[config.mk]
export PLATFORM = sky130hd
export DESIGN_NAME = mmio_ports
export DESIGN_NICKNAME = d
export VERILOG_FILES = /design/src/core/mmio_pkg.sv /design/src/core/mmio_ports.sv
export SDC_FILE = /design/constraint.sdc
export NUM_CORES = 1
export LEC_CHECK = 0
export ABC_AREA = 1
export BUFFER_PORTS_ARGS = -buffer_cell sky130_fd_sc_hd__buf_2
export CAP_MARGIN = 30
export CORE_ASPECT_RATIO = 0.8
export CORE_MARGIN = 2
export CORE_UTILIZATION = 48
export CTS_CLUSTER_SIZE = 12
export DETAILED_ROUTE_END_ITERATION = 6
export PLACE_DENSITY_LB_ADDON = 0.25
export SYNTH_ARGS = -nofsm -noshare
export SYNTH_HDL_FRONTEND = slang
export SYNTH_SLANG_ARGS = --single-unit
[constraint.sdc]
create_clock -name REF_CLK -period 1.5 [get_ports REF_CLK]
set_input_delay 0 -clock REF_CLK [delete_from_list [all_inputs] [get_ports REF_CLK]]
set_output_delay 0 -clock REF_CLK [all_outputs]
set_load 0.02 [all_outputs]
[src/core/mmio_pkg.sv]
package mmio_pkg;

   // ************************************************************
   // register indices; each byte address is four times its index
   // ************************************************************
   localparam logic [15:0] IDX_CTL_DIR = 16'hFF81;
   localparam logic [15:0] IDX_CTL_DATA = 16'hFF83;
   localparam logic [15:0] IDX_DB_DIR = 16'hFF84;
   localparam logic [15:0] IDX_AL_DIR = 16'hFF85;
   localparam logic [15:0] IDX_DB_DATA = 16'hFF86;
   localparam logic [15:0] IDX_AL_DATA = 16'hFF87;
   localparam logic [15:0] IDX_MODE_STAT = 16'hFF88;

   localparam int ADR_W = 18;

   // ************************************************************
   // reset values and field layout
   // ************************************************************
   localparam logic [7:0] RST_CTL_DIR = 8'hE0;
   localparam logic [7:0] RST_CTL_DATA = 8'hE0;
   localparam logic [7:0] RST_DB_DIR = 8'h00;
   localparam logic [7:0] RST_AL_DIR = 8'h00;
   localparam logic [7:0] RST_DB_DATA = 8'h00;
   localparam logic [7:0] RST_AL_DATA = 8'h00;
   localparam logic [7:0] CTL_RSVD_MASK = 8'hE0;
   localparam logic [7:0] WO_READ = 8'hFF;
   localparam int CTL_PINS = 5;

   // ************************************************************
   // operating modes
   // ************************************************************
   localparam logic [2:0] MODE_EXP1 = 3'h1;
   localparam logic [2:0] MODE_EXP2 = 3'h2;
   localparam logic [2:0] MODE_EXP3 = 3'h3;
   localparam logic [2:0] MODE_EXP4 = 3'h4;
   localparam logic [2:0] MODE_SINGLE = 3'h7;

   typedef enum logic [1:0] {
      BUS_IDLE = 2'b00,
      BUS_ACK = 2'b01
   } mmio_bus_type;

   // strobes from the external bus controller
   typedef struct packed {
      logic address_strobe_n;
      logic read_write_n;
      logic data_strobe_n;
      logic read_n;
      logic write_n;
   } mmio_strobe_type;

   // one pin group: level to drive and its enable
   typedef struct packed {
      logic [7:0] out;
      logic [7:0] oe;
   } mmio_pins_type;

endpackage

[src/core/mmio_ports.sv]
`timescale 1ns/10ps

// Operation
// - single-chip: direction 1 drives the data bit, 0 makes an input.
// - modes 1 to 4 are expanded, mode 7 is single-chip.
// - control port direction bits 4..0 write-only; reads give all ones.
// - both eight-bit direction registers write-only; reads give all ones.
// - control port bits 7..5 ignore writes and read as one.
// - reset or hardware standby loads control direction with E0.
// - reset or hardware standby clears data-bus port direction.
// - reset or hardware standby clears address-byte port direction.
// - software standby leaves direction and outputs unchanged.
// - reset or hardware standby clears data-bus port data.
// - reset or hardware standby clears address-byte port data.
// - data read gives latch for outputs, pin level for inputs.
// - expanded: control direction forced to one, writes ignored.
// - expanded: control pins carry the five bus strobes.
// - expanded: data-bus port carries D7..D0, direction ignored.
// - expanded: address-byte port outputs A7..A0, forced to output.
// - expanded: address-byte direction fixed at one, writes ignored.
// - control port has exactly five pins at bits 4..0.
module mmio_ports (
   // clock and reset
   input wire logic REF_CLK,
   input wire logic NRST,
   // mode and standby
   input wire logic [2:0] MODE,
   input wire logic HW_STANDBY,
   input wire logic SW_STANDBY,
   // wishbone slave
   input wire logic WB_CYC,
   input wire logic WB_STB,
   input wire logic WB_WE,
   input wire logic [3:0] WB_SEL,
   input wire logic [mmio_pkg::ADR_W-1:0] WB_ADR,
   input wire logic [31:0] WB_DAT_I,
   output logic [31:0] WB_DAT_O,
   output logic WB_ACK,
   output logic WB_ERR,
   // external bus controller
   input wire mmio_pkg::mmio_strobe_type BUS_STROBE,
   input wire logic [7:0] BUS_DATA_OUT,
   input wire logic BUS_DATA_DRIVE,
   input wire logic [7:0] BUS_ADDR_LOW,
   output logic [7:0] BUS_DATA_IN,
   // control port pins
   input wire logic [4:0] CTL_PIN_IN,
   output logic [4:0] CTL_PIN_OUT,
   output logic [4:0] CTL_PIN_OE,
   // data-bus port pins
   input wire logic [7:0] DB_PIN_IN,
   output logic [7:0] DB_PIN_OUT,
   output logic [7:0] DB_PIN_OE,
   // address-byte port pins
   input wire logic [7:0] AL_PIN_IN,
   output logic [7:0] AL_PIN_OUT,
   output logic [7:0] AL_PIN_OE
);

   // ************************************************************
   // mode decode
   // ************************************************************
   logic expanded;
   logic clear;
   always_comb begin
      expanded = (MODE == mmio_pkg::MODE_EXP1) ||
                 (MODE == mmio_pkg::MODE_EXP2) ||
                 (MODE == mmio_pkg::MODE_EXP3) ||
                 (MODE == mmio_pkg::MODE_EXP4);
      clear = HW_STANDBY;
   end

   // ************************************************************
   // bus decode
   // ************************************************************
   mmio_pkg::mmio_bus_type bus_state;
   logic req;
   logic lane0;
   logic [15:0] idx;
   logic hit;
   logic wr;
   always_comb begin
      req = WB_CYC && WB_STB && (bus_state == mmio_pkg::BUS_IDLE);
      lane0 = WB_SEL[0];
      idx = WB_ADR[17:2];
      hit = (WB_ADR[1:0] == 2'b00) &&
            ((idx == mmio_pkg::IDX_CTL_DIR) ||
             (idx == mmio_pkg::IDX_CTL_DATA) ||
             (idx == mmio_pkg::IDX_DB_DIR) ||
             (idx == mmio_pkg::IDX_AL_DIR) ||
             (idx == mmio_pkg::IDX_DB_DATA) ||
             (idx == mmio_pkg::IDX_AL_DATA) ||
             (idx == mmio_pkg::IDX_MODE_STAT));
      wr = req && hit && WB_WE && lane0;
   end

   // ************************************************************
   // port registers
   // ************************************************************
   logic [4:0] ctl_dir;
   logic [4:0] ctl_data;
   logic [7:0] db_dir;
   logic [7:0] db_data;
   logic [7:0] al_dir;
   logic [7:0] al_data;

   // software standby has no term here: state simply holds
   always_ff @(posedge REF_CLK or negedge NRST) begin
      if (!NRST) begin
         ctl_dir <= mmio_pkg::RST_CTL_DIR[4:0];
      end else if (clear) begin
         ctl_dir <= mmio_pkg::RST_CTL_DIR[4:0];
      end else if (wr && !expanded &&
                   idx == mmio_pkg::IDX_CTL_DIR) begin
         ctl_dir <= WB_DAT_I[4:0];
      end
   end

   always_ff @(posedge REF_CLK or negedge NRST) begin
      if (!NRST) begin
         ctl_data <= mmio_pkg::RST_CTL_DATA[4:0];
      end else if (clear) begin
         ctl_data <= mmio_pkg::RST_CTL_DATA[4:0];
      end else if (wr && idx == mmio_pkg::IDX_CTL_DATA) begin
         ctl_data <= WB_DAT_I[4:0];
      end
   end

   always_ff @(posedge REF_CLK or negedge NRST) begin
      if (!NRST) begin
         db_dir <= mmio_pkg::RST_DB_DIR;
      end else if (clear) begin
         db_dir <= mmio_pkg::RST_DB_DIR;
      end else if (wr && idx == mmio_pkg::IDX_DB_DIR) begin
         db_dir <= WB_DAT_I[7:0];
      end
   end

   always_ff @(posedge REF_CLK or negedge NRST) begin
      if (!NRST) begin
         al_dir <= mmio_pkg::RST_AL_DIR;
      end else if (clear) begin
         al_dir <= mmio_pkg::RST_AL_DIR;
      end else if (wr && !expanded &&
                   idx == mmio_pkg::IDX_AL_DIR) begin
         al_dir <= WB_DAT_I[7:0];
      end
   end

   always_ff @(posedge REF_CLK or negedge NRST) begin
      if (!NRST) begin
         db_data <= mmio_pkg::RST_DB_DATA;
      end else if (clear) begin
         db_data <= mmio_pkg::RST_DB_DATA;
      end else if (wr && idx == mmio_pkg::IDX_DB_DATA) begin
         db_data <= WB_DAT_I[7:0];
      end
   end

   always_ff @(posedge REF_CLK or negedge NRST) begin
      if (!NRST) begin
         al_data <= mmio_pkg::RST_AL_DATA;
      end else if (clear) begin
         al_data <= mmio_pkg::RST_AL_DATA;
      end else if (wr && idx == mmio_pkg::IDX_AL_DATA) begin
         al_data <= WB_DAT_I[7:0];
      end
   end

   // ************************************************************
   // effective direction and pin values
   // ************************************************************
   logic [4:0] ctl_eff;
   logic [7:0] db_eff;
   logic [7:0] al_eff;
   logic [4:0] strobe_vec;
   logic [4:0] next_ctl_out;
   logic [7:0] next_db_out;
   logic [7:0] next_al_out;
   always_comb begin
      strobe_vec = BUS_STROBE;
      ctl_eff = expanded ? 5'h1F : ctl_dir;
      al_eff = expanded ? 8'hFF : al_dir;
      db_eff = expanded ? {8{BUS_DATA_DRIVE}} : db_dir;
      next_ctl_out = expanded ? strobe_vec : ctl_data;
      next_db_out = expanded ? BUS_DATA_OUT : db_data;
      next_al_out = expanded ? BUS_ADDR_LOW : al_data;
   end

   // outputs registered: pins lag the controls by one cycle
   always_ff @(posedge REF_CLK or negedge NRST) begin
      if (!NRST) begin
         CTL_PIN_OUT <= 5'h00;
         CTL_PIN_OE <= 5'h00;
         DB_PIN_OUT <= 8'h00;
         DB_PIN_OE <= 8'h00;
         AL_PIN_OUT <= 8'h00;
         AL_PIN_OE <= 8'h00;
         BUS_DATA_IN <= 8'h00;
      end else begin
         CTL_PIN_OUT <= next_ctl_out;
         CTL_PIN_OE <= ctl_eff;
         DB_PIN_OUT <= next_db_out;
         DB_PIN_OE <= db_eff;
         AL_PIN_OUT <= next_al_out;
         AL_PIN_OE <= al_eff;
         BUS_DATA_IN <= DB_PIN_IN;
      end
   end

   // ************************************************************
   // read mux
   // ************************************************************
   logic [7:0] ctl_rd;
   logic [7:0] db_rd;
   logic [7:0] al_rd;
   genvar g;
   generate
      for (g = 0; g < 8; g++) begin : g_rd
         if (g < mmio_pkg::CTL_PINS) begin : g_ctl
            assign ctl_rd[g] = ctl_eff[g] ? ctl_data[g] : CTL_PIN_IN[g];
         end else begin : g_rsv
            assign ctl_rd[g] = 1'b1;
         end
         assign db_rd[g] = db_eff[g] ? db_data[g] : DB_PIN_IN[g];
         assign al_rd[g] = al_eff[g] ? al_data[g] : AL_PIN_IN[g];
      end
   endgenerate

   logic [7:0] next_rd;
   always_comb begin
      case (idx)
         mmio_pkg::IDX_CTL_DIR: next_rd = mmio_pkg::WO_READ;
         mmio_pkg::IDX_CTL_DATA: next_rd = ctl_rd;
         mmio_pkg::IDX_DB_DIR: next_rd = mmio_pkg::WO_READ;
         mmio_pkg::IDX_AL_DIR: next_rd = mmio_pkg::WO_READ;
         mmio_pkg::IDX_DB_DATA: next_rd = db_rd;
         mmio_pkg::IDX_AL_DATA: next_rd = al_rd;
         mmio_pkg::IDX_MODE_STAT: next_rd = {4'h0, expanded, MODE};
         default: next_rd = 8'h00;
      endcase
   end

   // ************************************************************
   // wishbone answer: one wait state, ack for one cycle
   // ************************************************************
   always_ff @(posedge REF_CLK or negedge NRST) begin
      if (!NRST) begin
         bus_state <= mmio_pkg::BUS_IDLE;
         WB_ACK <= 1'b0;
         WB_ERR <= 1'b0;
         WB_DAT_O <= 32'h0000_0000;
      end else begin
         case (bus_state)
            mmio_pkg::BUS_IDLE: begin
               if (req) begin
                  bus_state <= mmio_pkg::BUS_ACK;
                  WB_ACK <= hit;
                  WB_ERR <= !hit;
                  WB_DAT_O <= {24'h000000, next_rd};
               end
            end
            mmio_pkg::BUS_ACK: begin
               bus_state <= mmio_pkg::BUS_IDLE;
               WB_ACK <= 1'b0;
               WB_ERR <= 1'b0;
            end
            default: begin
               bus_state <= mmio_pkg::BUS_IDLE;
               WB_ACK <= 1'b0;
               WB_ERR <= 1'b0;
            end
         endcase
      end
   end
endmodule

After elaboration in Yosys (flattened, before gate mapping)
Cells that the tools add are included.
{"block": "classes", "add_sub_neg": 0, "mul": 0, "n_div": 0, "order_cmp": 0, "n_eq_ne": 12, "n_shift": 0, "mux": 46, "bitwise_logic": 0, "reduce_logical": 34}
{"cell": "$eq 16x16->1 const B", "count": 7}
{"cell": "$mux 8", "count": 12}
{"cell": "$pmux 8 s5", "count": 1}
{"cell": "$mux 5", "count": 6}
{"cell": "$mux 1", "count": 25}
{"cell": "$logic_and 1x1->1", "count": 13}
{"cell": "$reduce_bool 2->1", "count": 6}
{"cell": "$logic_or 1x1->1", "count": 9}
{"cell": "$eq 3x2->1 const B", "count": 2}
{"cell": "$logic_not 2->1", "count": 2}
{"cell": "$mux 2", "count": 2}
{"cell": "$eq 3x1->1 const B", "count": 1}
{"cell": "$eq 3x3->1 const B", "count": 1}
{"cell": "$reduce_or 3->1", "count": 1}
{"cell": "$logic_not 1->1", "count": 2}
{"cell": "$ne 2x2->1 const B", "count": 1}
{"cell": "$reduce_and 2->1", "count": 1}
{"block": "totals", "register_bits": 104, "latch_bits": 0, "ram_bits": 0, "romBits": 0, "input_bits": 107, "output_inout_bits": 84, "wordCells": 109, "n_memories": 0}

Depth between registers and ports, before layout
{"block": "depth", "depth_word": 15, "ltp_mapped": 13, "mapped_depth_nobuf": 13}

Worst setup path before layout
No wires, ideal clock.
{"block": "synth_timing", "kind": "flip-flop to flip-flop", "startpoint": "register bus_state[0]", "endpoint": "register al_dir[5]", "setup_ns": 0.065, "t_arrival_ns": 1.308, "required_ns": 1.435, "path_slack_ns": 0.127, "stages_incl_launch_ff": 8, "path_buffers": 1, "synth_period_minus_slack_ns": 1.373, "cell_sequence": "dfrtp_1 a21oi_1 nor2_1 nand4_4 nor2_4 buf_6 nand3_1 nand2_1"}
{"block": "synth_between", "elab_chain_cells": 8}
{"element": "start: declaration", "line": "mmio_ports.sv:76", "rtl": "mmio_pkg::mmio_bus_type bus_state;"}
{"element": "start signal: assignment", "line": "mmio_ports.sv:249", "rtl": "bus_state <= mmio_pkg::BUS_IDLE;"}
{"element": "start signal: assignment", "line": "mmio_ports.sv:257", "rtl": "bus_state <= mmio_pkg::BUS_ACK;"}
{"element": "start signal: assignment", "line": "mmio_ports.sv:264", "rtl": "bus_state <= mmio_pkg::BUS_IDLE;"}
{"element": "$logic_not 2->1", "line": "mmio_ports.sv:83", "rtl": "req = WB_CYC && WB_STB && (bus_state == mmio_pkg::BUS_IDLE);"}
{"element": "$logic_and 1x1->1", "line": "mmio_ports.sv:83"}
{"element": "$logic_and 1x1->1 (3 in series)", "line": "mmio_ports.sv:94", "rtl": "wr = req && hit && WB_WE && lane0;"}
{"element": "$logic_and 1x1->1 (2 in series)", "line": "mmio_ports.sv:144", "rtl": "end else if (wr && !expanded &&"}
{"element": "$reduce_bool 2->1 (no source line)"}
{"element": "end signal: assignment", "line": "mmio_ports.sv:141", "rtl": "al_dir <= mmio_pkg::RST_AL_DIR;"}
{"element": "end signal: assignment", "line": "mmio_ports.sv:143", "rtl": "al_dir <= mmio_pkg::RST_AL_DIR;"}
{"element": "end signal: assignment", "line": "mmio_ports.sv:146", "rtl": "al_dir <= WB_DAT_I[7:0];"}
{"element": "end: declaration", "line": "mmio_ports.sv:104", "rtl": "logic [7:0] al_dir;"}
Every way passes these cells.
A chain may end at the register's enable or synchronous reset.

Final worst setup path
{"block": "layout_timing", "startpoint": "register bus_state[0]", "endpoint": "register db_dir[4]"}
{"block": "layout_between", "elab_chain_cells": 7}
{"element": "$logic_not 2->1", "line": "mmio_ports.sv:83"}
{"element": "$logic_and 1x1->1", "line": "mmio_ports.sv:83"}
{"element": "$logic_and 1x1->1 (3 in series)", "line": "mmio_ports.sv:94"}
{"element": "$logic_and 1x1->1", "line": "mmio_ports.sv:134", "rtl": "end else if (wr && idx == mmio_pkg::IDX_DB_DIR) begin"}
{"element": "$reduce_bool 2->1 (no source line)"}
{"element": "end signal: assignment", "line": "mmio_ports.sv:131", "rtl": "db_dir <= mmio_pkg::RST_DB_DIR;"}
{"element": "end signal: assignment", "line": "mmio_ports.sv:133", "rtl": "db_dir <= mmio_pkg::RST_DB_DIR;"}
{"element": "end signal: assignment", "line": "mmio_ports.sv:135", "rtl": "db_dir <= WB_DAT_I[7:0];"}
{"element": "end: declaration", "line": "mmio_ports.sv:102", "rtl": "logic [7:0] db_dir;"}
Every way passes these cells.

==> results by group <==
Outcome
  • Status: finished with violations
  • Failing checks: DRC, hold timing, setup timing

Finish
  • Share of layout cells above drive strength 1: 31.6%
  • Antenna cells: 0
  • Commonest cells after routing, fill and taps aside: buf_2 (137), nand2_1 (107), dfrtp_1 (103), inv_1 (58), o21ai_0 (55)
  • Layout area overhead: 36.3%
  • Non-filler instance count after layout: 828
  • Leading cell type in the layout, fill and taps excluded: buf_2
  • Fin util: 68.1%
  • # nets final: 815
  • Fillers: 743

Power and ir drop
  • P_leak: 3.33 nW
  • Worst VDD drop: 0.000562 V
  • P per Cell Area: 1080 nW/um^2

STA
  • Worst clock skew: 0.00499 ns
  • Part of the cycle the worst path needs: 102%
  • Final Max Slew Viols: 0
  • Count of final setup violators: 9
  • F_max: 656 MHz
  • Fin. Hold Viols: 1
  • Setup ws final: -0.0244 ns
  • Crit path time final: 1.52 ns
  • RSZ-0062 raised after global routing: yes
  • Hold slack: -0.00520 ns

Die
  • Io pins: 191
  • Std cell rows: 31
  • Chip width: 113 microns
  • Die Ht: 91.3 microns
  • Full die area: 10300 sq um
  • Effective utilization at floorplan: 50.0%
  • Core Region: 9150 sq um

Clock network
  • H-tree depth: 3
  • CTS tree: built
  • CTS sink cnt: 103
  • Clk buf depth: 2
  • Root buffer cell: clkbuf_16
  • Worst skew pair latency: 0.35 ns
  • CTS buffer count: 9
  • Reg clk slew, reported paths: 0.07 ns

Yosys
  • Syn. warnings: 0
  • Area leader, netlist: dfrtp_1
  • Synth Instances: 507
  • Synth top area cells: dfrtp_1 (56%), nand2_1 (8.9%), o21ai_0 (7.4%)
  • Post-synth top area share: 56.4%
  • Ys flop type: dfrtp_1
  • Count of cell types in the netlist: 30
  • Number of synthesized flops with an enable pin: 0
  • Seq cells post-synth: 103
  • Post-synthesis async set-or-reset flop share: 100%
  • Mean post-synth cell area: 9.02 sq um
  • Sequential area share after synthesis: 56.4%
  • Syn Std Cell Area: 4570 sq um

Critical path
  • Max FO, Critical Path: 8
  • Max incr delay on CP: 0.39 ns
  • Reg-to-reg critical path endpoint: db_dir[4]
  • CP startpoint: bus_state[0]
  • CP max stage cell: dfrtp_1
  • Worst path cell trace: a21oi_2, nor2_1, buf_4, nand4_4, buf_6, nor2_4, nand2_1, o21ai_1
  • Critical Path Source Type: flop
  • Worst setup path end: db_dir[4]
  • Reg2reg path depth: 8
  • FF-to-FF setup slack: -0.02 ns
  • CP arrival: 1.80 ns
  • Crit Path Category: flop to flop
  • RR Startpoint: bus_state[0]
  • Crit end category: flop
  • Critical Path RT: 1.77 ns

Routing
  • Total number of vias: 4091
  • Iter 0 DRT Violations: 326
  • Post-Route WL: 12.3 mm
  • # DRC: 11
  • 1st-pass router iterations: 7
  • Detailed-route vias per instance: 4.94
  • Routed Antenna Nets: 0
  • Routed wire per std cell: 14.8 microns

Global routing
  • First-pass GRT wire length: 19.6 mm
  • Gr usage total: 24.2%
  • Largest net degree at the start of global routing: 34
  • Overflow after GRT: 0
  • Initial antenna violation count: 0
  • Vias in the first global route: 3998

Job
  • Max Cap Viol: 0

Place
  • Gp weighted congestion: 0.858
  • Post-DP HPWL: 8.82 mm
  • Placed insts: 774
  • # port buffers: 138

Worst hold path
  • Min-delay worst type: input port to flop
[through the flow]
step / instance area [sq um] / worst slack, ns / hold slack [ns] / power (W) / setup TNS [ns]
global placement: 5500 / -0.0402 / -0.0290 / 0.00432 / -0.690
CTS: 6170 / 0.0200 / 0.000331 / 0.00669 / 0
floorplan: 4660 / 0.127 / -0.296 / 0.00381 / 0
detailed placement: 5500 / -0.116 / -0.0149 / 0.00434 / -3.05
finish: 6230 / -0.0244 / -0.00520 / 0.00671 / -0.101
global route: 6230 / -0.134 / 0.0338 / 0.00697 / -3.80
[final cells by class]
class | count | area [sq um] | area share, %
Clock buffer | 10 | 239 | 3.83
Clock inverter | 6 | 55.1 | 0.883
Inverter | 62 | 233 | 3.73
Sequential cell | 103 | 2580 | 41.4
Tap cell | 115 | 144 | 2.31
Timing Repair Buffer | 202 | 1310 | 21.0
Multi-Input combinational cell | 330 | 1680 | 26.9
[per-layer routing]
metal | track usage [%] | part of all wire [%] | vias up | wire (microns)
met4 | 5.49 | 1.3 | 0 | 162
met1 | 32.7 | 44 | 1935 | 5410
li1 | - | - | 1988 | -
met3 | 6.14 | 6.6 | 17 | 809
met2 | 39.6 | 48 | 151 | 5880
met5 | 0 | 0 | - | 0
[state kept, by name (all words and copies together) (netlist names)]
name	flops
ctl_data	5
bus_state	1
CTL_PIN_OUT	5
WB_ACK	1
ctl_dir	5
WB_ERR	1
AL_PIN_OE	8
WB_DAT_O	8
CTL_PIN_OE	5
DB_PIN_OUT	8
db_data	8
DB_PIN_OE	8
BUS_DATA_IN	8
al_data	8
al_dir	8
db_dir	8
AL_PIN_OUT	8
[cell families after synthesis]
| kind of cell | synth area share, % |
|---|---|
| buffers and inverters | 10.1 |
| other | 0.0820 |
| flip-flops | 56.4 |
| AND/OR/NAND/NOR | 20.4 |
| AO/OA/AOI/OAI | 13.1 |
[report_power, final]
| group | switching (W) | leakage [nW] | internal [W] |
|---|---|---|---|
| Combinational | 0.000867 | 1.83 | 0.000523 |
| Sequential | 0.0000789 | 1.35 | 0.00296 |
| Clock | 0.00108 | 0.145 | 0.00120 |
[Yosys cell counts, types with 6 or more instances]
cell type  count
nand2_1      108
dfrtp_1      103
o21ai_0       68
inv_1         58
nand3_1       34
nor2_1        25
buf_4         24
a21oi_1       14
o211ai_1      13
or2_2         10
clkbuf_1       9
nand2_2        7
nor2_2         6
[critical path, delay by kind of cell (launching register included)]
| kind | cells | cell delay, ns |
|---|---|---|
| and+or+nand+nor | 4 | 0.56 |
| AOI/OAI and AO/OA | 2 | 0.15 |
| DFF | 1 | 0.39 |
| buffers and inverters | 2 | 0.35 |
[worst min path at each step]
stage | startpoint | end | slack, ns | depth (start not counted)
CTS | MODE[2] | WB_DAT_O[2] | 0.0003 | 3
global route | MODE[0] | WB_DAT_O[0] | 0.03 | 3
floorplan | NRST | AL_PIN_OE[0] | -0.30 | 0
global placement | NRST | BUS_DATA_IN[2] | -0.03 | 1
finish | MODE[2] | WB_DAT_O[2] | -0.005 | 3
detailed placement | NRST | BUS_DATA_IN[6] | -0.01 | 1
[timing repair]
| item | CTS | global route |
|---|---|---|
| hold buffers | 37 | 0 |
| gates resized for setup | 0 | 24 |
| endpoints found under the setup margin | 0 | 42 |
| endpoints found under the hold margin | 121 | 0 |
| buffers inserted | 0 | 1 |
(Power assumes the default switching activity.)
